`config.mk`:
```
export PLATFORM = sky130hd
export DESIGN_NAME = pd_phy_packet_framer
export DESIGN_NICKNAME = d
export VERILOG_FILES = /design/src/pd_phy_packet_framer.v
export VERILOG_INCLUDE_DIRS = /design/src /design/src/pkg
export SDC_FILE = /design/constraint.sdc
export NUM_CORES = 1
export LEC_CHECK = 0
export BUFFER_PORTS_ARGS = -buffer_cell sky130_fd_sc_hd__buf_2
export CAP_MARGIN = 10
export CORE_UTILIZATION = 48
export CTS_CLUSTER_DIAMETER = 60
export DETAILED_ROUTE_END_ITERATION = 8
export PLACE_DENSITY = 0.63
export SYNTH_ARGS = -nofsm -noshare
export SYNTH_HDL_FRONTEND = slang
export SYNTH_SLANG_ARGS = --single-unit
```
`constraint.sdc`:
```
create_clock -name clk -period 8.9 [get_ports clk]
set_input_delay 1.78 -clock clk [delete_from_list [all_inputs] [get_ports clk]]
set_output_delay 1.78 -clock clk [all_outputs]
set_load 0.01 [all_outputs]
```
`src/pkg/pd_framer_defs.vh`:
```
// Purpose: Constants for the packet framer: line codes, ordered sets, classes, CRC, timing
// Assumes: Included by bare name from the framer source
// Notes:   Ordered sets are packed with the first K-code in the low five bits
`ifndef PD_FRAMER_DEFS_VH
`define PD_FRAMER_DEFS_VH

// K-codes, sent least significant bit first
`define K_SYNC1        5'h18
`define K_SYNC2        5'h11
`define K_SYNC3        5'h06
`define K_RST1         5'h07
`define K_RST2         5'h19
`define K_EOP          5'h0D

// Start ordered sets, first K-code in bits 4:0
`define OS_SOP         {`K_SYNC2, `K_SYNC1, `K_SYNC1, `K_SYNC1}
`define OS_SOP1        {`K_SYNC3, `K_SYNC3, `K_SYNC1, `K_SYNC1}
`define OS_SOP2        {`K_SYNC3, `K_SYNC1, `K_SYNC3, `K_SYNC1}
`define OS_SOP1_DBG    {`K_SYNC3, `K_RST2, `K_RST2, `K_SYNC1}
`define OS_SOP2_DBG    {`K_SYNC2, `K_SYNC3, `K_RST2, `K_SYNC1}

// Start-of-packet classes
`define CLS_SOP        3'h0
`define CLS_SOP1       3'h1
`define CLS_SOP2       3'h2
`define CLS_SOP1_DBG   3'h3
`define CLS_SOP2_DBG   3'h4
`define CLS_NONE       3'h7

// Port roles
`define ROLE_DFP       2'h0
`define ROLE_UFP       2'h1
`define ROLE_PLUG1     2'h2
`define ROLE_PLUG2     2'h3

// Framing sizes in line bits; CRC_BYTES is the index of the last CRC byte
`define PREAMBLE_BITS  7'h40
`define SET_BITS       7'h14
`define BYTE_BITS      7'h0A
`define SYM_BITS       7'h05
`define CRC_BYTES      2'h3

// CRC-32
`define CRC_POLY       32'h04C11DB7
`define CRC_INIT       32'hFFFFFFFF
`define CRC_RESIDUAL   32'hC704DD7B

// Timing: system clock and line bit rate in kHz
`define CLK_KHZ        250000
`define BIT_KHZ        300
`define BIT_DIV_CYCLES (`CLK_KHZ / `BIT_KHZ)

`endif

```
`src/pd_phy_packet_framer.v`:
```
// Purpose: Packet framer and deframer between protocol layer and line bit stream
// Assumes: Line bits are NRZ at the bit rate; BFSK or BMC modulation sits outside
// Notes:   Received bytes stream out as they decode; the end pulse tells keep or drop
// Function
// - Byte ten line bits, word twenty, dword forty
// - Send preamble, start set, bytes, CRC, EOP
// - Whole packet goes out over BFSK or BMC
// - Preamble 64 alternating bits, 0 first, unencoded
// - SOP is three Sync-1 then Sync-2
// - Ports handle SOP; no valid SOP ignored
// - Only DFP and UFP send or accept SOP
// - SOP' is two Sync-1 then two Sync-3
// - SOP' plug accepts only SOP' packets
// - DFP or source takes SOP and SOP'
// - UFP explicit, sink non-explicit reject SOP'
// - SOP'' is Sync-1, Sync-3, Sync-1, Sync-3
// - SOP'' plug accepts only SOP'' packets
// - DFP with SOP'' also has SOP'
// - UFP never sends or accepts SOP''
// - Two debug start sets are reserved
// - Payload bytes become 5-bit data symbols
// - CRC follows last payload byte directly
// - Exactly one EOP right after CRC
// - On EOP check residual, deliver or discard
// - Early EOP truncates; receiver ends packet
// - Fixed K-code values; unassigned symbols are errors
// - Start set accepted with three of four
// - Nibbles map to fixed symbols, inverse decode
`timescale 1ns/10ps
`include "pd_framer_defs.vh"

module pd_phy_packet_framer #(
  parameter BIT_DIV = `BIT_DIV_CYCLES
) (
  input  wire       clk,
  input  wire       resetn,
  input  wire [1:0] port_role,
  input  wire       is_source,
  input  wire       explicit_contract,
  input  wire       sop1_en,
  input  wire       sop2_en,
  input  wire       debug_en,
  input  wire       tx_start,
  input  wire [2:0] tx_class,
  input  wire [7:0] tx_data,
  input  wire       tx_valid,
  input  wire       tx_last,
  input  wire       tx_abort,
  output wire       tx_ready,
  output reg        tx_reject_reg,
  output reg        tx_done_reg,
  output reg        tx_underrun_reg,
  output reg        tx_line_reg,
  output reg        tx_active_reg,
  input  wire       rx_bit,
  input  wire       rx_bit_valid,
  input  wire       rx_idle,
  output reg        rx_start_reg,
  output reg  [2:0] rx_class_reg,
  output reg  [7:0] rx_data_reg,
  output reg        rx_data_valid_reg,
  output reg        rx_end_reg,
  output reg        rx_crc_ok_reg,
  output reg        rx_sym_err_reg
);

  localparam ST_IDLE = 3'h0;
  localparam ST_PRE  = 3'h1;
  localparam ST_SET  = 3'h2;
  localparam ST_DATA = 3'h3;
  localparam ST_CRC  = 3'h4;
  localparam ST_EOP  = 3'h5;

  // 4b5b data symbol for a nibble
  function [4:0] enc4;
    input [3:0] n;
    begin
      case (n)
        4'h0: enc4 = 5'h1E;
        4'h1: enc4 = 5'h09;
        4'h2: enc4 = 5'h14;
        4'h3: enc4 = 5'h15;
        4'h4: enc4 = 5'h0A;
        4'h5: enc4 = 5'h0B;
        4'h6: enc4 = 5'h0E;
        4'h7: enc4 = 5'h0F;
        4'h8: enc4 = 5'h12;
        4'h9: enc4 = 5'h13;
        4'hA: enc4 = 5'h16;
        4'hB: enc4 = 5'h17;
        4'hC: enc4 = 5'h1A;
        4'hD: enc4 = 5'h1B;
        4'hE: enc4 = 5'h1C;
        default: enc4 = 5'h1D;
      endcase
    end
  endfunction

  // Inverse map: bit 4 flags a symbol that is not data
  function [4:0] dec5;
    input [4:0] s;
    begin
      case (s)
        5'h1E: dec5 = 5'h00;
        5'h09: dec5 = 5'h01;
        5'h14: dec5 = 5'h02;
        5'h15: dec5 = 5'h03;
        5'h0A: dec5 = 5'h04;
        5'h0B: dec5 = 5'h05;
        5'h0E: dec5 = 5'h06;
        5'h0F: dec5 = 5'h07;
        5'h12: dec5 = 5'h08;
        5'h13: dec5 = 5'h09;
        5'h16: dec5 = 5'h0A;
        5'h17: dec5 = 5'h0B;
        5'h1A: dec5 = 5'h0C;
        5'h1B: dec5 = 5'h0D;
        5'h1C: dec5 = 5'h0E;
        5'h1D: dec5 = 5'h0F;
        default: dec5 = 5'h10;
      endcase
    end
  endfunction

  // CRC-32 over one byte, bit 0 first
  function [31:0] crc_byte;
    input [31:0] c;
    input [7:0]  d;
    integer      i;
    reg   [31:0] r;
    reg          fb;
    begin
      r = c;
      for (i = 0; i < 8; i = i + 1)
      begin
        fb = r[31] ^ d[i];
        r = {r[30:0], 1'b0};
        if (fb)
          r = r ^ `CRC_POLY;
      end
      crc_byte = r;
    end
  endfunction

  // Complemented remainder, bit-reversed into field order
  function [31:0] crc_field;
    input [31:0] c;
    integer      i;
    begin
      for (i = 0; i < 32; i = i + 1)
        crc_field[i] = ~c[31 - i];
    end
  endfunction

  // Count of K-codes in their correct place
  function [2:0] hits;
    input [19:0] w;
    input [19:0] p;
    begin
      hits = {2'h0, w[4:0] == p[4:0]} + {2'h0, w[9:5] == p[9:5]}
           + {2'h0, w[14:10] == p[14:10]} + {2'h0, w[19:15] == p[19:15]};
    end
  endfunction

  // Which classes this port may send and accept
  reg [4:0] allow;
  always @*
  begin
    allow = 5'h00;
    case (port_role)
      `ROLE_DFP, `ROLE_UFP:
      begin
        allow[0] = 1'b1;
        allow[1] = sop1_en & (port_role == `ROLE_DFP | is_source)
                 & ~(port_role == `ROLE_UFP & explicit_contract)
                 & ~(~is_source & ~explicit_contract);
        allow[2] = sop2_en & sop1_en & (port_role == `ROLE_DFP);
        allow[3] = debug_en;
        allow[4] = debug_en;
      end
      `ROLE_PLUG1: allow[1] = 1'b1;
      `ROLE_PLUG2: allow[2] = 1'b1;
      default:     allow = 5'h00;
    endcase
  end

  // Bit-rate enable
  reg [15:0] div_reg;
  wire       bit_tick = (div_reg == 16'h0000);

  always @(posedge clk or negedge resetn)
  begin
    if (!resetn)
      div_reg <= 16'h0000;
    else if (bit_tick)
      div_reg <= BIT_DIV[15:0] - 16'h0001;
    else
      div_reg <= div_reg - 16'h0001;
  end

  // Transmit
  reg [2:0]  tst_reg;
  reg [19:0] sh_reg;
  reg [6:0]  rem_reg;
  reg [31:0] tcrc_reg;
  reg [31:0] fld_reg;
  reg [1:0]  cidx_reg;
  reg [19:0] set_pat;
  wire [4:0]  eop_sym = `K_EOP;

  always @*
  begin
    case (tx_class)
      `CLS_SOP:      set_pat = `OS_SOP;
      `CLS_SOP1:     set_pat = `OS_SOP1;
      `CLS_SOP2:     set_pat = `OS_SOP2;
      `CLS_SOP1_DBG: set_pat = `OS_SOP1_DBG;
      default:       set_pat = `OS_SOP2_DBG;
    endcase
  end

  // Bytes are requested only between symbols, so the line never gaps mid-byte
  assign tx_ready = (tst_reg == ST_DATA) && (rem_reg == 7'h00) && !tx_abort;

  always @(posedge clk or negedge resetn)
  begin
    if (!resetn)
    begin
      tst_reg         <= ST_IDLE;
      sh_reg          <= 20'h00000;
      rem_reg         <= 7'h00;
      tcrc_reg        <= `CRC_INIT;
      fld_reg         <= 32'h00000000;
      cidx_reg        <= 2'h0;
      tx_reject_reg   <= 1'b0;
      tx_done_reg     <= 1'b0;
      tx_underrun_reg <= 1'b0;
      tx_line_reg     <= 1'b0;
      tx_active_reg   <= 1'b0;
    end
    else
    begin
      tx_reject_reg   <= 1'b0;
      tx_done_reg     <= 1'b0;
      tx_underrun_reg <= 1'b0;
      if (bit_tick && rem_reg != 7'h00)
      begin
        // Preamble alternates from the count; the rest shifts out LSB first
        tx_line_reg <= (tst_reg == ST_PRE) ? rem_reg[0] : sh_reg[0];
        sh_reg      <= {1'b0, sh_reg[19:1]};
        rem_reg     <= rem_reg - 7'h01;
      end
      else if (rem_reg == 7'h00)
      begin
        case (tst_reg)
          ST_IDLE:
          begin
            if (tx_active_reg)
            begin
              // Stay active through the last EOP bit period, else the modulator cuts it
              if (bit_tick)
              begin
                tx_active_reg <= 1'b0;
                tx_done_reg   <= 1'b1;
              end
            end
            else if (tx_start && tx_class <= `CLS_SOP2_DBG && allow[tx_class])
            begin
              tst_reg       <= ST_PRE;
              rem_reg       <= `PREAMBLE_BITS;
              tcrc_reg      <= `CRC_INIT;
              tx_active_reg <= 1'b1;
            end
            else if (tx_start)
              tx_reject_reg <= 1'b1;
          end
          ST_PRE:
          begin
            tst_reg <= ST_SET;
            sh_reg  <= set_pat;
            rem_reg <= `SET_BITS;
          end
          ST_SET, ST_DATA:
          begin
            if (tx_abort)
            begin
              tst_reg <= ST_IDLE;
              sh_reg  <= {15'h0000, `K_EOP};
              rem_reg <= `SYM_BITS;
            end
            else if (tst_reg == ST_SET || tx_valid)
            begin
              tst_reg <= ST_DATA;
              if (tst_reg == ST_DATA)
              begin
                sh_reg   <= {10'h000, enc4(tx_data[7:4]), enc4(tx_data[3:0])};
                rem_reg  <= `BYTE_BITS;
                tcrc_reg <= crc_byte(tcrc_reg, tx_data);
                if (tx_last)
                begin
                  tst_reg  <= ST_CRC;
                  fld_reg  <= crc_field(crc_byte(tcrc_reg, tx_data));
                  cidx_reg <= 2'h0;
                end
              end
            end
            else if (bit_tick)
            begin
              // Late byte: first EOP bit leaves on this tick, so the line never stalls
              tst_reg         <= ST_IDLE;
              tx_line_reg     <= eop_sym[0];
              sh_reg          <= {16'h0000, eop_sym[4:1]};
              rem_reg         <= `SYM_BITS - 7'h01;
              tx_underrun_reg <= 1'b1;
            end
          end
          ST_CRC:
          begin
            sh_reg   <= {10'h000, enc4(fld_reg[7:4]), enc4(fld_reg[3:0])};
            fld_reg  <= {8'h00, fld_reg[31:8]};
            rem_reg  <= `BYTE_BITS;
            cidx_reg <= cidx_reg + 2'h1;
            if (cidx_reg == `CRC_BYTES)
              tst_reg <= ST_EOP;
          end
          ST_EOP:
          begin
            sh_reg  <= {15'h0000, `K_EOP};
            rem_reg <= `SYM_BITS;
            tst_reg <= ST_IDLE;
          end
          default: tst_reg <= ST_IDLE;
        endcase
      end
    end
  end

  // Receive
  reg        rbody_reg;
  reg [19:0] win_reg;
  reg [2:0]  scnt_reg;
  reg        half_reg;
  reg [3:0]  lo_reg;
  reg [31:0] rcrc_reg;
  reg [2:0]  det_cls;
  wire [19:0] win_next = {rx_bit, win_reg[19:1]};
  wire [4:0]  sym      = win_next[19:15];
  wire [4:0]  dsym     = dec5(sym);
  wire [7:0]  rbyte    = {dsym[3:0], lo_reg};

  always @*
  begin
    // Three of four K-codes in place are enough
    if (hits(win_next, `OS_SOP) >= 3'h3)
      det_cls = `CLS_SOP;
    else if (hits(win_next, `OS_SOP1) >= 3'h3)
      det_cls = `CLS_SOP1;
    else if (hits(win_next, `OS_SOP2) >= 3'h3)
      det_cls = `CLS_SOP2;
    else if (hits(win_next, `OS_SOP1_DBG) >= 3'h3)
      det_cls = `CLS_SOP1_DBG;
    else if (hits(win_next, `OS_SOP2_DBG) >= 3'h3)
      det_cls = `CLS_SOP2_DBG;
    else
      det_cls = `CLS_NONE;
  end

  always @(posedge clk or negedge resetn)
  begin
    if (!resetn)
    begin
      rbody_reg         <= 1'b0;
      win_reg           <= 20'h00000;
      scnt_reg          <= 3'h0;
      half_reg          <= 1'b0;
      lo_reg            <= 4'h0;
      rcrc_reg          <= `CRC_INIT;
      rx_start_reg      <= 1'b0;
      rx_class_reg      <= `CLS_NONE;
      rx_data_reg       <= 8'h00;
      rx_data_valid_reg <= 1'b0;
      rx_end_reg        <= 1'b0;
      rx_crc_ok_reg     <= 1'b0;
      rx_sym_err_reg    <= 1'b0;
    end
    else
    begin
      rx_start_reg      <= 1'b0;
      rx_data_valid_reg <= 1'b0;
      rx_end_reg        <= 1'b0;
      if (rbody_reg && rx_idle)
      begin
        // Line went quiet mid-packet: drop it
        rbody_reg      <= 1'b0;
        rx_end_reg     <= 1'b1;
        rx_crc_ok_reg  <= 1'b0;
        rx_sym_err_reg <= 1'b0;
        win_reg        <= 20'h00000;
      end
      else if (rx_bit_valid)
      begin
        win_reg <= win_next;
        if (!rbody_reg)
        begin
          // Unknown or filtered start sets leave the hunt running
          if (det_cls != `CLS_NONE && allow[det_cls])
          begin
            rbody_reg     <= 1'b1;
            rx_start_reg  <= 1'b1;
            rx_class_reg  <= det_cls;
            rx_crc_ok_reg <= 1'b0;
            rx_sym_err_reg <= 1'b0;
            scnt_reg      <= 3'h0;
            half_reg      <= 1'b0;
            rcrc_reg      <= `CRC_INIT;
          end
        end
        else if (scnt_reg != 3'h4)
          scnt_reg <= scnt_reg + 3'h1;
        else
        begin
          scnt_reg <= 3'h0;
          if (sym == `K_EOP)
          begin
            rbody_reg     <= 1'b0;
            rx_end_reg    <= 1'b1;
            rx_crc_ok_reg <= !half_reg && (rcrc_reg == `CRC_RESIDUAL);
            win_reg       <= 20'h00000;
          end
          else if (dsym[4])
          begin
            rbody_reg      <= 1'b0;
            rx_end_reg     <= 1'b1;
            rx_crc_ok_reg  <= 1'b0;
            rx_sym_err_reg <= 1'b1;
            win_reg        <= 20'h00000;
          end
          else if (!half_reg)
          begin
            lo_reg   <= dsym[3:0];
            half_reg <= 1'b1;
          end
          else
          begin
            half_reg          <= 1'b0;
            rx_data_reg       <= rbyte;
            rx_data_valid_reg <= 1'b1;
            rcrc_reg          <= crc_byte(rcrc_reg, rbyte);
          end
        end
      end
    end
  end

endmodule
```
Yosys cells after proc, flatten, opt, wreduce, memory -nomap -nowiden

Memories as Yosys holds them, arrays and structs flattened.
Cells that the tools add are included.

$add $sub $neg: 17
Magnitude comparators: 8
Equal/unequal tests: 47
Multiplexer cells: 308
Bitwise gates (word level): 97
Reductions and logical operators: 44

Operators with widths:

| operator                                                           | number |
|---|---|
| two-way mux 32 bit                                                 | 162 |
| two-way mux 27 bit                                                 | 23 |
| NOT 14 bit                                                         | 23 |
| two-way mux 20 bit                                                 | 12 |
| one-hot mux 20 bit (4 select lines)                                | 2 |
| one-hot mux 32 bit (2 select lines)                                | 2 |
| two-way mux 1 bit                                                  | 70 |
| two-way mux 7 bit                                                  | 8 |
| two-way mux 3 bit                                                  | 15 |
| NOT 1 bit                                                          | 43 |
| one-hot mux 7 bit (5 select lines)                                 | 1 |
| equality test 32 bit (second input constant)                       | 1 |
| equality test 5 bit (second input constant)                        | 6 |
| AND reduction 7 bit                                                | 4 |
| bitwise XOR 1 bit                                                  | 23 |
| != test 2 bit (second input constant)                              | 11 |
| adder 3 x 1 -> 3 bit                                               | 7 |
| != test 3 bit (second input constant)                              | 6 |
| AND reduction 6 bit                                                | 3 |
| logical NOT 16 bit                                                 | 1 |
| two-way mux 16 bit                                                 | 1 |
| subtractor 16 x 1 -> 16 bit (second input constant)                | 1 |
| equality test 5 x 3 -> 1 bit (second input constant)               | 3 |
| greater-or-equal comparator 3 x 2 -> 1 bit (second input constant) | 5 |
| other kinds (41)                                                   | 88 |

Register bits: 194
Memory bits (read-only): 480
Bits of input ports: 27
Output and inout bits: 22
Word-level logic and storage cells: 551
Memories kept: 5

Memory list:

| memory          | depth | bits a word | rd ports | clocked after memory_dff | write ports | RTL line                   | source |
|---|---|---|---|---|---|---|---|
| (no name shown) | 32    | 5           | 1        | 0                        | 0           | pd_phy_packet_framer.v:103 | `case (s)` |
| (no name shown) | 16    | 5           | 1        | 0                        | 0           | pd_phy_packet_framer.v:78  | `case (n)` |
| (no name shown) | 16    | 5           | 1        | 0                        | 0           | pd_phy_packet_framer.v:78  |  |
| (no name shown) | 16    | 5           | 1        | 0                        | 0           | pd_phy_packet_framer.v:78  |  |
| (no name shown) | 16    | 5           | 1        | 0                        | 0           | pd_phy_packet_framer.v:78  |  |

Longest topological paths before layout

Depth in word-level cells: 78
Depth in mapped cells: 17

Least setup slack after synthesis

OpenSTA, ideal clock, no wires.

Path type: input to register
From: input rx_bit
To: register rcrc_reg[17]
Arrival: 4.984 ns
Setup slack: 3.843 ns
Cell stages on the path: 14
Path through: buf_2 -> or4_1 -> fa_1 -> inv_1 -> ha_1 -> a21oi_1 -> mux2_2 -> a211o_1 -> o21ba_2 -> nand2_2 -> inv_2 -> buf_2 -> buf_6 -> a21oi_1

Longest elaborated chain between the ends: 16
Elaborated cells on any way between the ends: 42
Those cells by class: add/sub (5); order compare (5); eq/ne (6); mux (21); bitwise (1); reduce/logical (3); memory (1)

RTL lines:

| element                                                       | RTL line                   | source |
|---|---|---|
| start, declared                                               | pd_phy_packet_framer.v:55  | `input wire rx_bit,` |
| branches (longest 16 deep; another with adder 3 x 1 -> 3 bit) | n/a                        |  |
| end signal, assigned                                          | pd_phy_packet_framer.v:377 | `` rcrc_reg <= `CRC_INIT; `` |
| end signal, assigned                                          | pd_phy_packet_framer.v:415 | `` rcrc_reg <= `CRC_INIT; `` |
| end signal, assigned                                          | pd_phy_packet_framer.v:448 | `rcrc_reg <= crc_byte(rcrc_reg, rbyte);` |
| end, declared                                                 | pd_phy_packet_framer.v:344 | `reg [31:0] rcrc_reg;` |

Several ways; the timed one is not identified. The select of a mux whose other input is x is not followed.
A chain may end at the register's enable or synchronous reset.

Worst setup path after layout

From: input rx_bit
To: register rx_data_reg[6]

Longest elaborated chain between the ends: 3
Elaborated cells on any way between the ends: 5
Those cells by class: eq/ne (1); bitwise (2); reduce/logical (1); memory (1)

RTL lines:

| element                                                                    | RTL line                   | source |
|---|---|---|
| memory (32 x 5 bit) / equality test 5 x 4 -> 1 bit (equally long branches) | n/a                        |  |
| NOT 1 bit (no line)                                                        | n/a                        |  |
| AND reduction 7 bit (no line)                                              | n/a                        |  |
| end signal, assigned                                                       | pd_phy_packet_framer.v:446 | `rx_data_reg <= rbyte;` |
| end, declared                                                              | pd_phy_packet_framer.v:60  | `output reg [7:0] rx_data_reg,` |

Several ways; a longest one is shown, not always the timed one.

==> flow_summary.html <==
<table>
<tr><th>Metric</th><th>Value</th></tr>
<tr><th colspan="2">Status</th></tr>
<tr><td>Run status</td><td>finished clean</td></tr>
<tr><th colspan="2">Setup path</th></tr>
<tr><td>Worst-path fanout max</td><td>39</td></tr>
<tr><td>Critical path's top delay family</td><td>compound AO/OA/AOI/OAI gates</td></tr>
<tr><td>Largest stage delay on the critical path</td><td>0.69 ns</td></tr>
<tr><td>Worst path bufs/invs</td><td>3</td></tr>
<tr><td>Cell with the biggest individual delay on the critical path</td><td>sky130_fd_sc_hd__o21ba_2</td></tr>
<tr><td>Kind of critical path</td><td>input port to flop</td></tr>
<tr><td>Count of cells along the worst register-to-register path</td><td>14</td></tr>
<tr><td>Launch instance of the worst register-to-register path</td><td>win_reg[3]$_DFFE_PN0P_</td></tr>
<tr><td>Worst reg2reg setup slack</td><td>3.95 ns</td></tr>
<tr><td>Worst flop-to-flop path endpoint</td><td>rx_data_reg[6]$_DFFE_PN0P_</td></tr>
<tr><td>Setup crit start kind</td><td>input port</td></tr>
<tr><td>Cell-by-cell trace of the critical path</td><td>buf_2 -&gt; or4_1 -&gt; fa_1 -&gt; inv_1 -&gt; ha_1 -&gt; a21oi_1 -&gt; nor4bb_1 -&gt; a211o_1 -&gt; o21ba_2 -&gt; nand2_2 -&gt; inv_2 -&gt; mux2_2</td></tr>
<tr><td>Capturing element type of the critical path</td><td>flop</td></tr>
<tr><td>Endpoint arrival time on the critical path</td><td>6.03 ns</td></tr>
<tr><td>Critical Path RT</td><td>9.22 ns</td></tr>
<tr><th colspan="2">CTS</th></tr>
<tr><td>CTS-repair resized insts</td><td>0</td></tr>
<tr><td>Clock Tree Buf Depth</td><td>2</td></tr>
<tr><td>CTS root buf</td><td>sky130_fd_sc_hd__clkbuf_16</td></tr>
<tr><td>CTS tree</td><td>built</td></tr>
<tr><td>Clock-pin slew on the worst setup and hold paths</td><td>0.07 ns</td></tr>
<tr><td>Clock Sinks</td><td>193</td></tr>
<tr><td>Post-CTS setup-driven buffer insertion count</td><td>0</td></tr>
<tr><td>Number of buffers inserted for hold repair after clock tree synthesis</td><td>0</td></tr>
<tr><td>Level count of the clock H-tree</td><td>4</td></tr>
<tr><td>Clock buffer count from CTS</td><td>17</td></tr>
<tr><td>Latest clock arrival within the worst-skew pair</td><td>0.45 ns</td></tr>
<tr><th colspan="2">GRT</th></tr>
<tr><td>Antenna violations before repair</td><td>0</td></tr>
<tr><td>Number of global-route vias before repair</td><td>8022</td></tr>
<tr><td>Remaining global-route overflow</td><td>0</td></tr>
<tr><td>Maximum number of pins on one net before global-route repair</td><td>86</td></tr>
<tr><td>Global-route wire length before repair</td><td>40600 um</td></tr>
<tr><td>Gr usage total</td><td>21.6%</td></tr>
<tr><th colspan="2">Drt</th></tr>
<tr><td>Sum of routed wire length over all layers</td><td>23700 um</td></tr>
<tr><td>Mean routed wirelength per cell</td><td>16.1 um</td></tr>
<tr><td>Ratio of routed vias to standard cells</td><td>5.58</td></tr>
<tr><td>1st-iter DRT viols</td><td>445</td></tr>
<tr><td>Total vias in the final route</td><td>8208</td></tr>
<tr><td>1st-pass router iterations</td><td>7</td></tr>
<tr><td>Remaining routing DRC violations</td><td>0</td></tr>
<tr><td>Number of nets still failing antenna checks after routing</td><td>0</td></tr>
<tr><th colspan="2">Timing</th></tr>
<tr><td>Setup Viol. Count Final</td><td>0</td></tr>
<tr><td>RSZ-0062 raised after global routing</td><td>false</td></tr>
<tr><td>Final worst path period need</td><td>5.71 ns</td></tr>
<tr><td>Final hold vios</td><td>0</td></tr>
<tr><td>Actual slew at the worst max-slew pin</td><td>1.05 ns</td></tr>
<tr><td>Number of pins exceeding their max-slew limit in the final report</td><td>0</td></tr>
<tr><td>Final setup skew</td><td>0.0161 ns</td></tr>
<tr><td>Post-route fraction of the period consumed by the critical path</td><td>64.1%</td></tr>
<tr><td>Post-route setup TNS</td><td>0 ns</td></tr>
<tr><td>Headroom to the max-slew limit</td><td>29.6%</td></tr>
<tr><td>Fmax</td><td>175 MHz</td></tr>
<tr><th colspan="2">Yosys</th></tr>
<tr><td>Number of nets in the synthesized netlist</td><td>1211</td></tr>
<tr><td>Number of warning messages in the yosys log</td><td>0</td></tr>
<tr><td>Cells taking the most area after synthesis</td><td>sky130_fd_sc_hd__dfrtp_1, sky130_fd_sc_hd__dfstp_2, sky130_fd_sc_hd__xnor2_1</td></tr>
<tr><td>Sequential element share of the synthesized area</td><td>45.2%</td></tr>
<tr><td>Count leader, synth</td><td>sky130_fd_sc_hd__nor2_1</td></tr>
<tr><td>Count of different cell masters after synthesis</td><td>77</td></tr>
<tr><td>Synthesized area per cell</td><td>9.39 um2</td></tr>
<tr><td>Count of flip-flops with a built-in enable after synthesis</td><td>0</td></tr>
<tr><td>Fraction of registers with async set/reset</td><td>100%</td></tr>
<tr><td>Post-synthesis instance total</td><td>1159</td></tr>
<tr><td>Register bit total from synthesis</td><td>193</td></tr>
<tr><td>Ys flop type</td><td>sky130_fd_sc_hd__dfrtp_1</td></tr>
<tr><td>Library cell occupying the most area in the post-synthesis netlist</td><td>sky130_fd_sc_hd__dfrtp_1</td></tr>
<tr><td>Synthesized area</td><td>10900 um2</td></tr>
<tr><td>Fraction of synthesized cell area taken by the top area cell type</td><td>29.0%</td></tr>
<tr><td>Commonest cells in the netlist</td><td>sky130_fd_sc_hd__nor2_1, sky130_fd_sc_hd__dfrtp_1, sky130_fd_sc_hd__a21oi_1</td></tr>
<tr><th colspan="2">Cells and area</th></tr>
<tr><td>Fill cell count</td><td>1997</td></tr>
<tr><td>Antenna diodes</td><td>0</td></tr>
<tr><td>Area growth from synthesis to layout</td><td>9.55%</td></tr>
<tr><td>Final standard cell count with taps included and fillers excluded</td><td>1472</td></tr>
<tr><td>Proportion of layout cells with a drive suffix above 1</td><td>17.3%</td></tr>
<tr><td>Nets</td><td>1231</td></tr>
<tr><td>Multi-input logic area</td><td>5620 um2</td></tr>
<tr><td>Area occupied by registers</td><td>4910 um2</td></tr>
<tr><th colspan="2">Die</th></tr>
<tr><td>Vertical die dimension</td><td>153 um</td></tr>
<tr><td># IOs</td><td>49</td></tr>
<tr><td>Die W</td><td>153 um</td></tr>
<tr><td>Effective utilization at floorplan</td><td>49.4%</td></tr>
<tr><td>Area of the die</td><td>23300 um2</td></tr>
<tr><td>Placeable core region</td><td>22000 um2</td></tr>
<tr><td>Row count</td><td>54</td></tr>
<tr><th colspan="2">Placement</th></tr>
<tr><td>Instance count after placement with tap cells included</td><td>1440</td></tr>
<tr><td>Half-perimeter wire length after placement</td><td>16300 um</td></tr>
<tr><td>RePlAce Congestion</td><td>0.831</td></tr>
<tr><td>PortBufs</td><td>48</td></tr>
<tr><th colspan="2">Worst hold path</th></tr>
<tr><td>Path type of the worst min-delay path</td><td>flop to flop</td></tr>
<tr><td>Endpoint of the worst hold path</td><td>fld_reg[30]$_DFFE_PN0P_</td></tr>
<tr><td>Worst hold path startpoint</td><td>fld_reg[30]$_DFFE_PN0P_</td></tr>
<tr><td>Min-Delay Path Depth</td><td>2</td></tr>
<tr><th colspan="2">Power</th></tr>
<tr><td>Power density over cell area</td><td>179 nW/um2</td></tr>
<tr><td>Highest ir drop seen on vdd</td><td>127 uV</td></tr>
<tr><td>Leakage component of the power</td><td>5.19 nW</td></tr>
<tr><th colspan="2">Job</th></tr>
<tr><td>Count of max-cap constraint violations</td><td>0</td></tr>
</table>
## cell usage in the layout, fill, tap and decap left out, types with 6 or more instances in the layout
master and n:
sky130_fd_sc_hd__a21oi_1 109, sky130_fd_sc_hd__a22o_1 19, sky130_fd_sc_hd__a31oi_1 10, sky130_fd_sc_hd__buf_2 47, sky130_fd_sc_hd__buf_4 11, sky130_fd_sc_hd__clkbuf_16 17
sky130_fd_sc_hd__dfrtp_1 126, sky130_fd_sc_hd__dfstp_2 67, sky130_fd_sc_hd__ha_1 20, sky130_fd_sc_hd__inv_1 31, sky130_fd_sc_hd__mux2_2 19, sky130_fd_sc_hd__mux2i_1 8
sky130_fd_sc_hd__nand2_1 101, sky130_fd_sc_hd__nand2b_1 7, sky130_fd_sc_hd__nand3_1 21, sky130_fd_sc_hd__nand4_1 6, sky130_fd_sc_hd__nor2_1 162, sky130_fd_sc_hd__nor2b_1 11
sky130_fd_sc_hd__nor3_1 21, sky130_fd_sc_hd__nor4_1 9, sky130_fd_sc_hd__o211ai_1 6, sky130_fd_sc_hd__o21ai_0 83, sky130_fd_sc_hd__o22a_1 7, sky130_fd_sc_hd__o31ai_1 8
sky130_fd_sc_hd__xnor2_1 99, sky130_fd_sc_hd__xnor2_2 6, sky130_fd_sc_hd__xor2_1 40
## worst max path at each step
stage            from                         end  cells past startpoint  slack [ns]
2_1_floorplan  rx_bit    rcrc_reg[17]$_DFFE_PN1P_                     14        3.84
3_3_place_gp   rx_bit  rx_data_reg[0]$_DFFE_PN0P_                     13        2.86
3_5_place_dp   rx_bit  rx_data_reg[2]$_DFFE_PN0P_                     13        2.79
4_1_cts        rx_bit  rx_data_reg[7]$_DFFE_PN0P_                     12        3.27
5_1_grt        rx_bit  rx_data_reg[6]$_DFFE_PN0P_                     12        2.85
6_report       rx_bit  rx_data_reg[6]$_DFFE_PN0P_                     12        3.19
## worst reg2reg max path, stage by stage, from the launching register on
cell                        delay [ns]
sky130_fd_sc_hd__dfrtp_1          0.41
sky130_fd_sc_hd__nor4_1           0.67
sky130_fd_sc_hd__ha_1             0.35
sky130_fd_sc_hd__inv_1            0.12
sky130_fd_sc_hd__fa_1             0.18
sky130_fd_sc_hd__inv_1            0.05
sky130_fd_sc_hd__ha_1             0.26
sky130_fd_sc_hd__nor3b_1          0.30
sky130_fd_sc_hd__a2111oi_0        0.12
sky130_fd_sc_hd__nor4bb_1         0.32
sky130_fd_sc_hd__a211o_1          0.20
sky130_fd_sc_hd__o21ba_2          0.69
sky130_fd_sc_hd__nand2_2          0.27
sky130_fd_sc_hd__inv_2            0.49
sky130_fd_sc_hd__mux2_2           0.40
## routing by layer
layer  track usage [%]  share of wire, %  up-vias  wire, um
met5                 0                 0        -         0
li1                  -                 -     4042         -
met4              6.40               1.4        0       333
met2              35.1                47      149     11100
met1              30.2                48     3994     11400
met3              2.87               3.6       23       850
## final cells by class
cell class / instances / share of cell area [%]
clock buffers: 17 / 3.57
clock inverters: 15 / 1.33
inverters: 32 / 1.01
multi-input cells: 876 / 47.2
flip-flops and latches: 193 / 41.2
well taps: 280 / 2.94
repair buffers: 59 / 2.78
## power breakdown
group	total, mW	internal [mW]	switching [mW]
clock network	0.758	0.378	0.380
logic	0.416	0.187	0.229
registers	0.964	0.922	0.0415
## cell families after synthesis
| kind of cell | after synthesis | synth area share (%) |
|---|---|---|
| muxes | 28 | 2.91 |
| buffers and inverters | 90 | 3.25 |
| DFF | 193 | 45.2 |
| and+or+nand+nor | 389 | 16.6 |
| AOI/OAI and AO/OA | 284 | 15.8 |
| adders and majority gates | 25 | 3.22 |
| xor gates and xnor gates | 150 | 13.1 |
## stage by stage
step                      power, mW  hold slack (ns)  utilization [%]  setup WS, ns  instance area, um2
after detailed placement       1.40            0.469             51.5          2.79               11300
final                          2.14            0.478             54.1          3.19               11900
after global routing           2.24            0.493             54.1          2.85               11900
after floorplan                1.29            0.443                -          3.84               10900
after global placement         1.39            0.456             51.5          2.86               11300
after CTS                      2.16            0.484             54.1          3.27               11900
(Power assumes the default switching activity.)
